### config.mk
export PLATFORM = sky130hd
export DESIGN_NAME = general_timer_compare_ctrl
export DESIGN_NICKNAME = d
export VERILOG_FILES = /design/src/inc/gtimer_pkg.sv /design/src/inc/regbank_if.sv /design/src/verilog/timer_regbank.sv /design/src/verilog/general_timer_compare_ctrl.sv
export SDC_FILE = /design/constraint.sdc
export NUM_CORES = 1
export LEC_CHECK = 0
export ABC_AREA = 1
export BUFFER_PORTS_ARGS = -buffer_cell sky130_fd_sc_hd__buf_2
export CAP_MARGIN = 10
export CORE_UTILIZATION = 40
export CTS_CLUSTER_DIAMETER = 40
export CTS_CLUSTER_SIZE = 16
export DETAILED_ROUTE_END_ITERATION = 10
export PLACE_DENSITY_LB_ADDON = 0.05
export SETUP_SLACK_MARGIN = 0.1
export SLEW_MARGIN = 10
export SYNTH_ARGS = -nofsm -noshare
export SYNTH_HDL_FRONTEND = slang
export SYNTH_HIERARCHICAL = 1
export SYNTH_SLANG_ARGS = --single-unit
### constraint.sdc
create_clock -name ref_clk_i -period 4.6 [get_ports ref_clk_i]
set_clock_uncertainty 0.15 [all_clocks]
set_input_delay 0.46 -clock ref_clk_i [delete_from_list [all_inputs] [get_ports ref_clk_i]]
set_output_delay 0.46 -clock ref_clk_i [all_outputs]
set_load 0.02 [all_outputs]
### src/inc/gtimer_pkg.sv
// Shared constants, register map and types of the general timer slice
`default_nettype none
package gtimer_pkg;
  // Register bus geometry: word index, byte address is index * 4
  localparam int IDX_W = 4;
  localparam int ADDR_W = 6;
  localparam int BANK_WORDS = 16;
  localparam int CNT_W = 16;
  typedef logic [IDX_W-1:0] reg_idx_t;

  // Word indices of the register map
  localparam reg_idx_t IDX_CTL0 = 4'h0;
  localparam reg_idx_t IDX_CHCTL = 4'h1;
  localparam reg_idx_t IDX_SWEVG = 4'h2;
  localparam reg_idx_t IDX_CNT = 4'h3;
  localparam reg_idx_t IDX_PSC = 4'h4;
  localparam reg_idx_t IDX_CAR = 4'h5;
  localparam reg_idx_t IDX_CV0 = 4'h6;
  localparam reg_idx_t IDX_CV3 = 4'h9;
  localparam reg_idx_t IDX_DMACFG = 4'ha;
  localparam reg_idx_t IDX_DMATB = 4'hb;
  localparam reg_idx_t IDX_MISC = 4'hc;
  localparam reg_idx_t IDX_STAT = 4'hd;

  // timer_control_0 field positions and reset value
  localparam int CTL0_RUN = 0;
  localparam int CTL0_UPDATE_DISABLE = 1;
  localparam int CTL0_UPS = 2;
  localparam int CTL0_SPM = 3;
  localparam int CTL0_DIR = 4;
  localparam int CTL0_ALIGN = 5;
  localparam int CTL0_AUTORELOAD_SHADOW_EN = 7;
  localparam int CTL0_CLOCK_DIVIDE = 8;
  localparam logic [31:0] CTL0_RESET = 32'h0000_0000;

  // Channel control: mode at 3*ch, clear enable at CHCTL_CLR + ch
  localparam int CHCTL_CLR = 12;
  // Software event register
  localparam int SWEVG_UG = 0;
  // DMA config: address field at [4:0], count field at [12:8]
  localparam int DMACFG_CNT = 8;
  // Misc: trigger select [2:0], debug hold, update DMA enable
  localparam int MISC_HOLD = 4;
  localparam int MISC_UDE = 5;
  // Status: flags [3:0] (write one to clear), prepare [7:4], then levels
  localparam int STAT_PREP = 4;
  localparam int STAT_ETF = 8;
  localparam int STAT_ITI = 9;
  localparam int STAT_DMA = 10;

  typedef enum logic [2:0] {
    CMP_KEEP       = 3'b000,
    CMP_SET_HIGH   = 3'b001,
    CMP_TOGGLE     = 3'b010,
    CMP_SET_LOW    = 3'b011,
    CMP_FORCE_LOW  = 3'b100,
    CMP_FORCE_HIGH = 3'b101,
    CMP_PWM0       = 3'b110,
    CMP_PWM1       = 3'b111
  } cmp_mode_t;

  typedef enum logic [1:0] {
    ALIGN_EDGE  = 2'b00,
    ALIGN_CDOWN = 2'b01,
    ALIGN_CUP   = 2'b10,
    ALIGN_CBOTH = 2'b11
  } align_t;

  typedef enum logic [1:0] {
    CLOCK_DIVIDE_1   = 2'b00,
    CLOCK_DIVIDE_2   = 2'b01,
    CLOCK_DIVIDE_4   = 2'b10,
    CLOCK_DIVIDE_RSV = 2'b11
  } clock_divide_t;

  typedef enum logic {
    DMA_IDLE = 1'b0,
    DMA_BUSY = 1'b1
  } dma_state_t;
endpackage
`default_nettype wire

### src/inc/regbank_if.sv
// Interface between timer control logic and its register bank
`default_nettype none
interface regbank_if;
  import gtimer_pkg::*;
  logic wr_en;
  logic rd_en;
  reg_idx_t idx;
  logic [31:0] wr_data;
  logic top_sel;
  logic [31:0] top_val;
  logic [31:0] rd_data;
  logic [31:0] words [BANK_WORDS];
  modport ctrl (
    output wr_en, rd_en, idx, wr_data, top_sel, top_val,
    input rd_data, words
  );
  modport bank (
    input wr_en, rd_en, idx, wr_data, top_sel, top_val,
    output rd_data, words
  );
endinterface
`default_nettype wire

### src/verilog/timer_regbank.sv
// Plain software register bank with registered read data
`default_nettype none
module timer_regbank
  import gtimer_pkg::*;
(
  // Clock and reset
  input wire logic ref_clk_i,
  input wire logic rst_b_i,
  // Control side
  regbank_if.bank rb
);
  // Storage; hardware-owned words are supplied through top_val
  always_ff @(posedge ref_clk_i or negedge rst_b_i) begin
    if (!rst_b_i) begin
      for (int i = 0; i < BANK_WORDS; i++) begin
        rb.words[i] <= 32'h0000_0000;
      end
    end else if (rb.wr_en) begin
      rb.words[rb.idx] <= rb.wr_data;
    end
  end

  // Read data stand only in the cycle after the strobe
  always_ff @(posedge ref_clk_i or negedge rst_b_i) begin
    if (!rst_b_i) begin
      rb.rd_data <= 32'h0000_0000;
    end else if (rb.rd_en) begin
      rb.rd_data <= rb.top_sel ? rb.top_val : rb.words[rb.idx];
    end else begin
      rb.rd_data <= 32'h0000_0000;
    end
  end
endmodule // timer_regbank
`default_nettype wire

### src/verilog/general_timer_compare_ctrl.sv
// General timer slice: counter, compare outputs, triggers, DMA window
// Notes on behaviour
// - Keep-level code leaves output prepare unchanged on a compare match.
// - Set-high code drives output prepare high on a compare match.
// - Set-low code drives output prepare low on a compare match.
// - PWM codes derive output prepare from direction and counter comparison.
// - Force codes hold output prepare inactive or active, ignoring compares.
// - Clear enable with filtered external trigger high forces prepare to 0.
// - After a trigger clear, prepare stays inactive until the next update.
// - Trigger select picks one of three peer sources; codes 3 to 7 select none.
// - Buffer register accesses are redirected to the DMA-addressed register.
// - Each DMA event issues count plus one requests, stepping one word each.
// - Debug halt with hold bit set stops the counter.
// - Clock division sets filter sample rate to clock over 1, 2 or 4.
// - Shadow enable buffers the auto-reload value; otherwise bypassed.
// - Alignment selects edge counting or which directions may set flags.
// - Direction bit: 0 up, 1 down; read-only in center alignment.
// - Single pulse stops the counter at the next update event.
// - Update source 1 restricts DMA update requests to overflow/underflow.
// - Each enabled update event loads shadows from preloaded values.
// - Update disable blocks updates; software generate still reinitializes.
//
// The address-and-strobe port was chosen for this implementation.
`default_nettype none
module general_timer_compare_ctrl
  import gtimer_pkg::*;
(
  // Clock and reset
  input wire logic ref_clk_i,
  input wire logic rst_b_i,
  // Register port
  input wire logic [ADDR_W-1:0] addr_i,
  input wire logic [31:0] wr_data_i,
  input wire logic wr_i,
  input wire logic rd_i,
  output logic [31:0] rd_data_o,
  // Asynchronous inputs
  input wire logic ext_trigger_pin_i,
  input wire logic [2:0] trig_src_i,
  input wire logic debug_halt_i,
  // Outputs
  output logic [3:0] ch_output_prepare_o,
  output logic dma_req_o,
  output logic update_event_o
);
  regbank_if rb ();

  // Software registers held in the bank
  timer_regbank u_bank (
    .ref_clk_i (ref_clk_i),
    .rst_b_i (rst_b_i),
    .rb (rb.bank)
  );

  // Two-flop synchronisers for pins; first stage read only by second
  logic [4:0] sync_1;
  logic [4:0] sync_2;
  always_ff @(posedge ref_clk_i or negedge rst_b_i) begin
    if (!rst_b_i) begin
      sync_1 <= 5'h00;
      sync_2 <= 5'h00;
    end else begin
      sync_1 <= {debug_halt_i, trig_src_i, ext_trigger_pin_i};
      sync_2 <= sync_1;
    end
  end
  wire ext_s = sync_2[0];
  wire [2:0] trig_s = sync_2[3:1];
  wire halt_s = sync_2[4];

  // Control register fields
  logic counter_run, update_disable, update_source_sel, single_pulse;
  logic dir, autoreload_shadow_en;
  align_t align_mode;
  clock_divide_t clock_divide;

  // Hardware state
  logic [CNT_W-1:0] cnt, psc_cnt, psc_shadow, car_shadow;
  logic [3:0] ch_output_prepare, trig_cleared, ch_flag;
  logic [1:0] fdiv;
  logic etf_prev, ext_trigger_filtered;
  logic internal_trigger_in;
  dma_state_t dma_state;
  logic [4:0] dma_idx;

  // Bank words
  wire [31:0] chctl = rb.words[IDX_CHCTL];
  wire [31:0] dma_config = rb.words[IDX_DMACFG];
  wire [31:0] misc = rb.words[IDX_MISC];
  wire [CNT_W-1:0] psc_pre = rb.words[IDX_PSC][CNT_W-1:0];
  wire [CNT_W-1:0] car_pre = rb.words[IDX_CAR][CNT_W-1:0];
  wire [4:0] dma_transfer_addr = dma_config[4:0];
  wire [4:0] dma_transfer_count = dma_config[DMACFG_CNT+:5];
  wire [2:0] trigger_select = misc[2:0];
  wire debug_hold = misc[MISC_HOLD];

  function automatic logic is_bank(input reg_idx_t i);
    return (i == IDX_CHCTL) || (i == IDX_PSC) || (i == IDX_CAR) ||
           ((i >= IDX_CV0) && (i <= IDX_CV3)) || (i == IDX_DMACFG) ||
           (i == IDX_MISC);
  endfunction

  // Next prepare level for one channel from its compare mode
  function automatic logic next_prep(input cmp_mode_t m, input logic cur,
                                     input logic match, input logic lt,
                                     input logic le, input logic down);
    logic pwm_act;
    pwm_act = down ? le : lt;
    unique case (m)
      CMP_KEEP: return cur;
      CMP_SET_HIGH: return match ? 1'b1 : cur;
      CMP_TOGGLE: return match ? ~cur : cur;
      CMP_SET_LOW: return match ? 1'b0 : cur;
      CMP_FORCE_LOW: return 1'b0;
      CMP_FORCE_HIGH: return 1'b1;
      CMP_PWM0: return pwm_act;
      CMP_PWM1: return ~pwm_act;
    endcase
  endfunction

  // Address decode; buffer window redirects to the DMA-addressed word
  wire buf_hit = (addr_i[ADDR_W-1:2] == IDX_DMATB);
  wire reg_idx_t dma_eff = reg_idx_t'(dma_transfer_addr[3:0] +
                                      dma_idx[3:0]);
  wire reg_idx_t eff_idx = buf_hit ? dma_eff : addr_i[ADDR_W-1:2];
  wire eff_ok = (eff_idx != IDX_DMATB) && (eff_idx <= IDX_STAT);
  wire wr = wr_i & eff_ok;
  wire buf_access = buf_hit & (wr_i | rd_i);
  wire wr_ctl0 = wr & (eff_idx == IDX_CTL0);
  wire wr_cnt = wr & (eff_idx == IDX_CNT);
  wire wr_stat = wr & (eff_idx == IDX_STAT);
  wire sw_update = wr & (eff_idx == IDX_SWEVG) & wr_data_i[SWEVG_UG];

  // Read values of hardware-owned words
  wire [31:0] ctl0_word = {22'h0, clock_divide, autoreload_shadow_en,
                           align_mode, dir, single_pulse, update_source_sel,
                           update_disable, counter_run};
  wire [31:0] stat_word = {21'h0, dma_state == DMA_BUSY,
                           internal_trigger_in, ext_trigger_filtered,
                           ch_output_prepare, ch_flag};
  assign rb.wr_en = wr & is_bank(eff_idx);
  assign rb.rd_en = rd_i;
  assign rb.idx = eff_idx;
  assign rb.wr_data = wr_data_i;
  assign rb.top_sel = ~is_bank(eff_idx) | ~eff_ok;
  assign rb.top_val = !eff_ok ? 32'h0000_0000 :
                      (eff_idx == IDX_CTL0) ? ctl0_word :
                      (eff_idx == IDX_CNT) ? {16'h0000, cnt} :
                      (eff_idx == IDX_STAT) ? stat_word : 32'h0000_0000;
  assign rd_data_o = rb.rd_data;

  // Peer trigger routing; code 3 and above select nothing
  assign internal_trigger_in = (trigger_select < 3'h3) ?
                               trig_s[trigger_select[1:0]] : 1'b0;

  // Filter sample enable from the clock divider
  wire filter_sample_clock = (clock_divide == CLOCK_DIVIDE_2) ? fdiv[0] :
                             (clock_divide == CLOCK_DIVIDE_4) ? (fdiv == 2'h3) :
                             1'b1;

  // Counter control terms
  wire halted = halt_s & debug_hold;
  wire center = (align_mode != ALIGN_EDGE);
  wire [CNT_W-1:0] car_eff = autoreload_shadow_en ? car_shadow :
                             car_pre;
  wire tick = counter_run & ~halted & (psc_cnt == psc_shadow);
  wire ovf_udf = tick & (center ?
                 (dir ? (cnt == 16'h0001) : (cnt == car_eff - 1'b1)) :
                 (dir ? (cnt == 16'h0000) : (cnt == car_eff)));
  wire update_evt = (sw_update | ovf_udf) & ~update_disable;
  wire dma_update_evt = update_evt &
                        (update_source_sel ? ovf_udf : 1'b1);

  // Channel compare terms
  logic [3:0] prep_next, flag_set;
  always_comb begin
    for (int i = 0; i < 4; i++) begin
      logic [CNT_W-1:0] cv;
      logic match;
      cv = rb.words[int'(IDX_CV0) + i][CNT_W-1:0];
      match = (cnt == cv);
      prep_next[i] = next_prep(cmp_mode_t'(chctl[3*i+:3]),
                               ch_output_prepare[i], match, cnt < cv,
                               cnt <= cv, dir);
      // Flags only in the directions the alignment allows
      flag_set[i] = match & tick & ((align_mode == ALIGN_EDGE) |
                    (align_mode == ALIGN_CBOTH) |
                    ((align_mode == ALIGN_CDOWN) & dir) |
                    ((align_mode == ALIGN_CUP) & ~dir));
    end
  end
  wire [3:0] clear_now = chctl[CHCTL_CLR+:4] &
                         {4{ext_trigger_filtered}};

  // Divider and two-sample agreement filter on the trigger pin
  always_ff @(posedge ref_clk_i or negedge rst_b_i) begin
    if (!rst_b_i) begin
      fdiv <= 2'h0;
      etf_prev <= 1'b0;
      ext_trigger_filtered <= 1'b0;
    end else begin
      fdiv <= fdiv + 2'h1;
      if (filter_sample_clock) begin
        etf_prev <= ext_s;
        if (etf_prev == ext_s) begin
          ext_trigger_filtered <= ext_s;
        end
      end
    end
  end

  // Control register; direction writable only in edge alignment, toggled by hardware otherwise
  always_ff @(posedge ref_clk_i or negedge rst_b_i) begin
    if (!rst_b_i) begin
      // Enum fields need their own casts from the reset word
      clock_divide <= clock_divide_t'(CTL0_RESET[CTL0_CLOCK_DIVIDE+:2]);
      autoreload_shadow_en <= CTL0_RESET[CTL0_AUTORELOAD_SHADOW_EN];
      align_mode <= align_t'(CTL0_RESET[CTL0_ALIGN+:2]);
      dir <= CTL0_RESET[CTL0_DIR];
      single_pulse <= CTL0_RESET[CTL0_SPM];
      update_source_sel <= CTL0_RESET[CTL0_UPS];
      update_disable <= CTL0_RESET[CTL0_UPDATE_DISABLE];
      counter_run <= CTL0_RESET[CTL0_RUN];
    end else begin
      if (wr_ctl0) begin
        clock_divide <= clock_divide_t'(wr_data_i[CTL0_CLOCK_DIVIDE+:2]);
        autoreload_shadow_en <= wr_data_i[CTL0_AUTORELOAD_SHADOW_EN];
        align_mode <= align_t'(wr_data_i[CTL0_ALIGN+:2]);
        single_pulse <= wr_data_i[CTL0_SPM];
        update_source_sel <= wr_data_i[CTL0_UPS];
        update_disable <= wr_data_i[CTL0_UPDATE_DISABLE];
        counter_run <= wr_data_i[CTL0_RUN];
      end else if (update_evt & single_pulse) begin
        counter_run <= 1'b0;
      end
      if (wr_ctl0 & ~center) begin
        dir <= wr_data_i[CTL0_DIR];
      end else if (ovf_udf & center) begin
        dir <= ~dir;
      end
    end
  end

  // Counter, prescaler and shadows
  always_ff @(posedge ref_clk_i or negedge rst_b_i) begin
    if (!rst_b_i) begin
      cnt <= 16'h0000;
      psc_cnt <= 16'h0000;
      psc_shadow <= 16'h0000;
      car_shadow <= 16'h0000;
    end else begin
      if (update_evt) begin
        psc_shadow <= psc_pre;
        car_shadow <= car_pre;
      end
      if (sw_update) begin
        // Reinit happens even with updates disabled
        psc_cnt <= 16'h0000;
        cnt <= (center | ~dir) ? 16'h0000 : car_eff;
      end else if (wr_cnt) begin
        cnt <= wr_data_i[CNT_W-1:0];
      end else if (counter_run & ~halted) begin
        psc_cnt <= tick ? 16'h0000 : psc_cnt + 1'b1;
        if (tick) begin
          if (!center & ovf_udf) begin
            cnt <= dir ? car_eff : 16'h0000;
          end else begin
            cnt <= dir ? cnt - 1'b1 : cnt + 1'b1;
          end
        end
      end
    end
  end

  // Output prepare, trigger-clear latch and sticky flags
  always_ff @(posedge ref_clk_i or negedge rst_b_i) begin
    if (!rst_b_i) begin
      ch_output_prepare <= 4'h0;
      trig_cleared <= 4'h0;
      ch_flag <= 4'h0;
    end else begin
      // Set wins over the update that releases the latch
      trig_cleared <= clear_now |
                      (trig_cleared & {4{~update_evt}});
      ch_output_prepare <= prep_next & ~clear_now &
                           ~(trig_cleared & {4{~update_evt}});
      ch_flag <= flag_set |
                 (ch_flag & ~({4{wr_stat}} & wr_data_i[3:0]));
    end
  end

  // DMA burst sequencer; events while busy are dropped
  always_ff @(posedge ref_clk_i or negedge rst_b_i) begin
    if (!rst_b_i) begin
      dma_state <= DMA_IDLE;
      dma_idx <= 5'h00;
      dma_req_o <= 1'b0;
    end else begin
      unique case (dma_state)
        DMA_IDLE: begin
          if (dma_update_evt & misc[MISC_UDE]) begin
            dma_state <= DMA_BUSY;
            dma_req_o <= 1'b1;
          end
        end
        DMA_BUSY: begin
          if (buf_access) begin
            dma_req_o <= 1'b0;
            if (dma_idx == dma_transfer_count) begin
              dma_state <= DMA_IDLE;
              dma_idx <= 5'h00;
            end else begin
              dma_idx <= dma_idx + 5'h01;
            end
          end else if (!dma_req_o) begin
            dma_req_o <= 1'b1;
          end
        end
      endcase
    end
  end

  // Registered outputs
  assign ch_output_prepare_o = ch_output_prepare;
  always_ff @(posedge ref_clk_i or negedge rst_b_i) begin
    if (!rst_b_i) begin
      update_event_o <= 1'b0;
    end else begin
      update_event_o <= update_evt;
    end
  end
endmodule // general_timer_compare_ctrl
`default_nettype wire

======== Word level (Yosys, flattened, before mapping) ========
Index checks and enable logic that the tools add are counted.
cells by class
  divide/modulo/power cells ............... 0
  mux-type cells .......................... 67
  reductions and logical operators ........ 26
  $mul .................................... 0
  shift operators ......................... 0
  order comparisons ....................... 15
  bitwise logic cells ..................... 64
  add/subtract/negate cells ............... 7
  eq/ne operators ......................... 56
operators with widths
  operator               count
  $bwmux 512             1
  $mux 16                16
  $mux 32                5
  $bmux 32 s4            1
  $demux 32 s4           1
  $eq 16x16->1           7
  $le 16x16->1           4
  $lt 16x16->1           4
  $eq 3x3->1 const B     16
  $mux 1                 33
  $add 16x1->16 const B  2
  $pmux 1 s8             4
  $sub 16x1->16 const B  2
  $and 1x1->1            29
  $and 4x4->4            6
  $eq 3x2->1 const B     8
  $eq 16x1->1 const B    1
  $eq 4x4->1 const B     4
  $logic_not 16->1       1
  $not 1->1              16
  $eq 3x1->1 const B     4
  $logic_not 3->1        4
  $not 4->4              3
  $mux 11                1
  other kinds (34)       62
storage, ports and cells
  bits in writable memories ............... 0
  memory bits (read-only) ................. 0
  bits of input ports ..................... 47
  bits in latches ......................... 0
  flip-flop bits (word level) ............. 652
  output and inout bits ................... 38
  memories kept ........................... 0
  word-level logic and storage cells ...... 276

======== Depth between registers and ports, before layout ========
  word-level depth ........................ 13
  depth in mapped cells ................... 22

======== Modules after synthesis ========
The synthesis kept the hierarchy.
modules (own cells, without submodules)
  module                      cells an instance  area each (um2)  instances
  timer_regbank               3,183              24,837.6         1
  general_timer_compare_ctrl  1,407              9,355.2          1

======== Least setup slack after synthesis ========
No wires, ideal clock.
  path kind ............................... register to register
  from .................................... register dma_idx[0]
  to ...................................... register u_bank.rb.words[387]
  setup time .............................. 0.132 ns
  arrival ................................. 3.075 ns
  path buffers ............................ 1
  setup slack ............................. 1.243 ns
  stages on the path, launching flop included .. 19
  cell sequence ........................... dfrtp_1 -> ha_1 -> fa_1 -> xnor2_1 -> or2_1 -> inv_1 -> nor2_1 -> inv_2 -> nor2_1 -> nor3_1 -> nor2_1 -> nand3_1 -> nor2_1 -> inv_2 -> nor3_4 -> nand2_4 -> clkbuf_1 -> nand2_1 -> o21ai_1
between the ends
  word-level cells in the longest chain between the ends .. 9
ends and longest elaborated chain
  item                                                                line                               source
  start: declaration                                                  general_timer_compare_ctrl.sv:84   logic [4:0] dma_idx;
  start signal: assignment                                            general_timer_compare_ctrl.sv:313  dma_idx <= dma_idx + 5'h01;
  $add 4x4->4 *                                                       general_timer_compare_ctrl.sv:123  wire reg_idx_t dma_eff = reg_idx_t'(dma_transfer_addr[3:0] +
  $mux 4 *                                                            general_timer_compare_ctrl.sv:125  wire reg_idx_t eff_idx = buf_hit ? dma_eff : addr_i[ADDR_W-1:2];
  net eff_idx[2]                                                      general_timer_compare_ctrl.sv:125
  parallel branches: the longest is 6 deep, another holds $ge 4x3->1  n/a
  $and 1x1->1 *                                                       general_timer_compare_ctrl.sv:141  assign rb.wr_en = wr & is_bank(eff_idx);
  net rb.wr_en                                                        regbank_if.sv:5                    logic wr_en;
  end signal: indexed assignment                                      timer_regbank.sv:19                rb.words[rb.idx] <= rb.wr_data;
  end: declaration                                                    regbank_if.sv:19                   output rd_data, words
Mark *: on every way through the listed nets, which the timed path passes.
A chain may end at the register's enable or synchronous reset.

======== Worst setup path in the final report ========
  from .................................... register dma_idx[0]
  to ...................................... register u_bank.rb.words[388]
The elaborated chain is that of the path after synthesis.

==> impl_metrics.ini <==
[outcome]
outcome = finished clean

[detailed_routing]
wl_per_cell_um = 20.0
drt-total-wl_um = 117000
post-route-drc-count = 0
num_vias = 30225
first_iter_violations = 2156
avgViaCountPerCell = 5.15
ant_nets = 0
drtPass1Iterations = 5

[cts]
clock_path_buffers = 3
htreeDepth = 3
cts_tree = yes
clk_latency_ns = 0.69
numCtsBuffers = 118
clockRootBuffer = clkbuf_16
clk_pin_slew_ns = 0.05
clock_sinks = 652

[power_and_ir_drop]
switching_share_pct = 37.3
peakVddDrop_uv = 335
internal-power_mw = 17.4
p_leak_nw = 20.0
p_switching_mw = 10.4
seq_power_share_pct = 35.7
power_density_mw_per_mm2 = 692
clkPwrFrac_pct = 33.5
pwr-share-comb_pct = 30.8

[critical_path]
slowest_delay_ns = 0.41
cp_num_buf_inv = 6
crit_required_ns = 4.98
cp_top_family = simple AND/OR/NAND/NOR gates
cpMostUsedCell = nor2_1
start_kind = flop
cp_slowest_cell = dfrtp_1
crit_type = flop to flop
cp.arrival_ns = 4.51
critPathMaxFanout = 37
end_kind = flop
crit_path_cell_trace = ha_1, fa_1, xnor2_1, or2_1, inv_1, nor2_1, inv_2, nor2_1, nor3_1, nor2_1, nand3_1, nor2_2, buf_4, inv_2, nor3_4, buf_4, nand2_4, buf_12, nand2_1, o21ai_1

[cells_and_area]
num-fill-cells = 8655
final_layout_size_suffix_gt1_share_pct = 9.18
fin_nets = 4763
antenna-diode-count = 0
syn2layout_area_growth_pct = 17.5
final_area_mm2 = 0.0402

[sta]
hold_violations = 0
final-setup-viol-count = 0
slew_headroom_pct = 28.0
drv_slew = 0
fmax_ghz = 0.242
rsz0062_at_grt = no
fin_crit_ns = 4.13
finalCritPeriodShare_pct = 89.7
tightest_slew_ns = 1.08
tns_ns = 0

[yosys]
ys_types = 58
synth_xor_area_share_pct = 0.897
synth.area.top_cells = dfrtp_1 (48%), nand2_1 (18%), nor2_1 (5.1%)
synth_top_area_share_pct = 47.7
yosysSeqAreaShare_pct = 47.7
synth_compound_area_share_pct = 11.8
synthMuxAreaShare_pct = 0.0293
ys_warn_count = 6
synth_top_family_by_area = simple AND/OR/NAND/NOR gates
synthAdderAreaFrac_pct = 3.17
ys_seq_elements = 652
synth_edf_count = 0
synth.cell_area_mm2 = 0.0342
synth-main-ff-cell = dfrtp_1
synthCells = 4590
synth_area_leader_cell = dfrtp_1
synth.avg_cell_area_um2 = 7.45
yosys.area_share.simple_pct = 29.7
synthArstFlopShare_pct = 100

[place]
place_congestion = 0.925
placed_area_mm2 = 0.0357
port_buffers = 82
dp_hpwl_um = 74500

[global_route]
gr-total-overflow = 0
grt.total_usage_pct = 27.6
grt_max_degree = 164
antenna_found_initial = 3
grt_first_pass_wirelength_um = 182000
grt_pass1_vias = 28993

[die]
num_rows = 106
die_area_mm2 = 0.0867
io_pins = 85
dieHeight_um = 294
die_w_um = 294
core_area_mm2 = 0.0841
start_util_pct = 40.7

[job]
drv_cap = 0

[worst_hold_path]
hp-class = input pin to flop
-- per-stage QoR --
step           std cells  utilization [%]  total power [mW]  hold WS, ns  setup WS (ns)
2_1_floorplan       4605                -              15.6       0.0144           1.24
3_3_place_gp        5629             42.5              18.3        0.183          0.375
3_5_place_dp        5629             42.5              18.5        0.190          0.394
4_1_cts             5862             47.7              28.0       0.0152          0.353
5_1_grt             5864             47.8              29.9       0.0495          0.162
6_report            5864             47.8              27.8       0.0487          0.472
-- power groups by stage --
stage,clock network (mW),logic (mW),registers (mW)
after floorplan,0,6.17,9.46
after global placement,0,8.39,9.95
after detailed placement,0,8.53,9.96
after CTS,9.47,8.59,9.90
after global routing,9.73,9.91,10.2
final,9.31,8.57,9.91
-- path summary, 6_finish.rpt --
kind	startpoint	to	slack [ns]	depth (start not counted)
setup reg to reg	dma_idx[0]$_DFFE_PN0P_	u_bank/rb.words[388]$_DFFE_PN0P_	0.47	20
hold reg to reg	sync_1[0]$_DFF_PN0_	sync_2[0]$_DFF_PN0_	0.19	0
max in group asynchronous	rst_b_i	u_bank/rb.words[16]$_DFFE_PN0P_	2.78	3
hold / removal	wr_data_i[0]	counter_run$_DFFE_PN0P_	0.05	3
min in group asynchronous	rst_b_i	u_bank/rb.words[359]$_DFFE_PN0P_	0.30	2
setup / recovery	dma_idx[0]$_DFFE_PN0P_	u_bank/rb.words[388]$_DFFE_PN0P_	0.47	20
-- layout by cell type (no fill, tap or decap), types with 9 or more instances in the layout --
cell type	count
nand4_1	62
o221a_2	9
inv_2	10
ha_1	85
clkinv_2	20
o21ai_1	93
buf_2	81
inv_1	256
clkbuf_16	119
xor2_1	31
nand2_1	1661
buf_4	57
buf_12	22
bufinv_16	20
clkinv_4	9
nor3_1	22
a21oi_1	310
inv_6	11
nand3_1	248
nor2_4	11
clkinvlp_4	11
dfrtp_1	652
conb_1	16
clkbuf_1	10
o21ai_0	302
nor2_1	460
clkbuf_8	19
dlygate4sd3_1	13
-- kinds of logic (layout without fill, tap and decap cells) --
kind of cell	count (synthesis)	in the layout
buffers and inverters	542	667
other	1	16
and+or+nand+nor	2508	2508
muxes	1	1
adders and majority gates	86	86
AOI/OAI and AO/OA	765	765
xor gates and xnor gates	35	35
DFF	652	652
-- final cells by class --
type	count	area, µm²	share of cell area (%)
clock buffers	148	3280	8.16
clock inverters	72	1000	2.49
inverters	273	1050	2.61
multi-input cells	3411	15700	39.0
flip-flops and latches	652	16300	40.6
well taps	1134	1420	3.53
repair buffers	174	1420	3.53
-- sequential cells by signal, summed over array words and instances, names as in the netlist, 16 cells and up --
name,cells
u_bank/rb.words,512
u_bank/rb.rd_data,32
car_shadow,16
cnt,16
psc_cnt,16
psc_shadow,16
-- per-layer routing --
metal | GRT usage [%] | wire length (µm)
met1 | 38.3 | 54400
met3 | 3.30 | 5040
met4 | 9.12 | 3580
met2 | 44.6 | 54300
met5 | 0 | 19
-- synth_stat cells (all sizes together) (3+ instances only) --
cell / instances
a221oi: 3
o21bai: 3
a22oi: 5
o21ai: 395
o31ai: 6
o221ai: 4
nand3: 252
xnor2: 4
a21oi: 311
a31oi: 8
clkbuf: 121
nor2: 475
nand4: 62
dfrtp: 652
buf: 148
or2: 3
inv: 270
nand2: 1675
xor2: 31
nor3: 25
o221a: 9
ha: 85
clkinv: 3
o2111ai: 3
nand3b: 5
nor4: 6
o22ai: 5
-- worst min-delay path: stages --
cell and delay, ns:
buf_2 0.14, inv_1 0.13, o22ai_1 0.11
-- what timing repair did --
action,CTS,global route
hold buffers,13,0
setup buffers,0,2
hold endpoints to repair,101,0
gates resized for setup,0,2
endpoints found under the setup margin,0,95
Note: power is estimated with default switching activity, not from simulation.
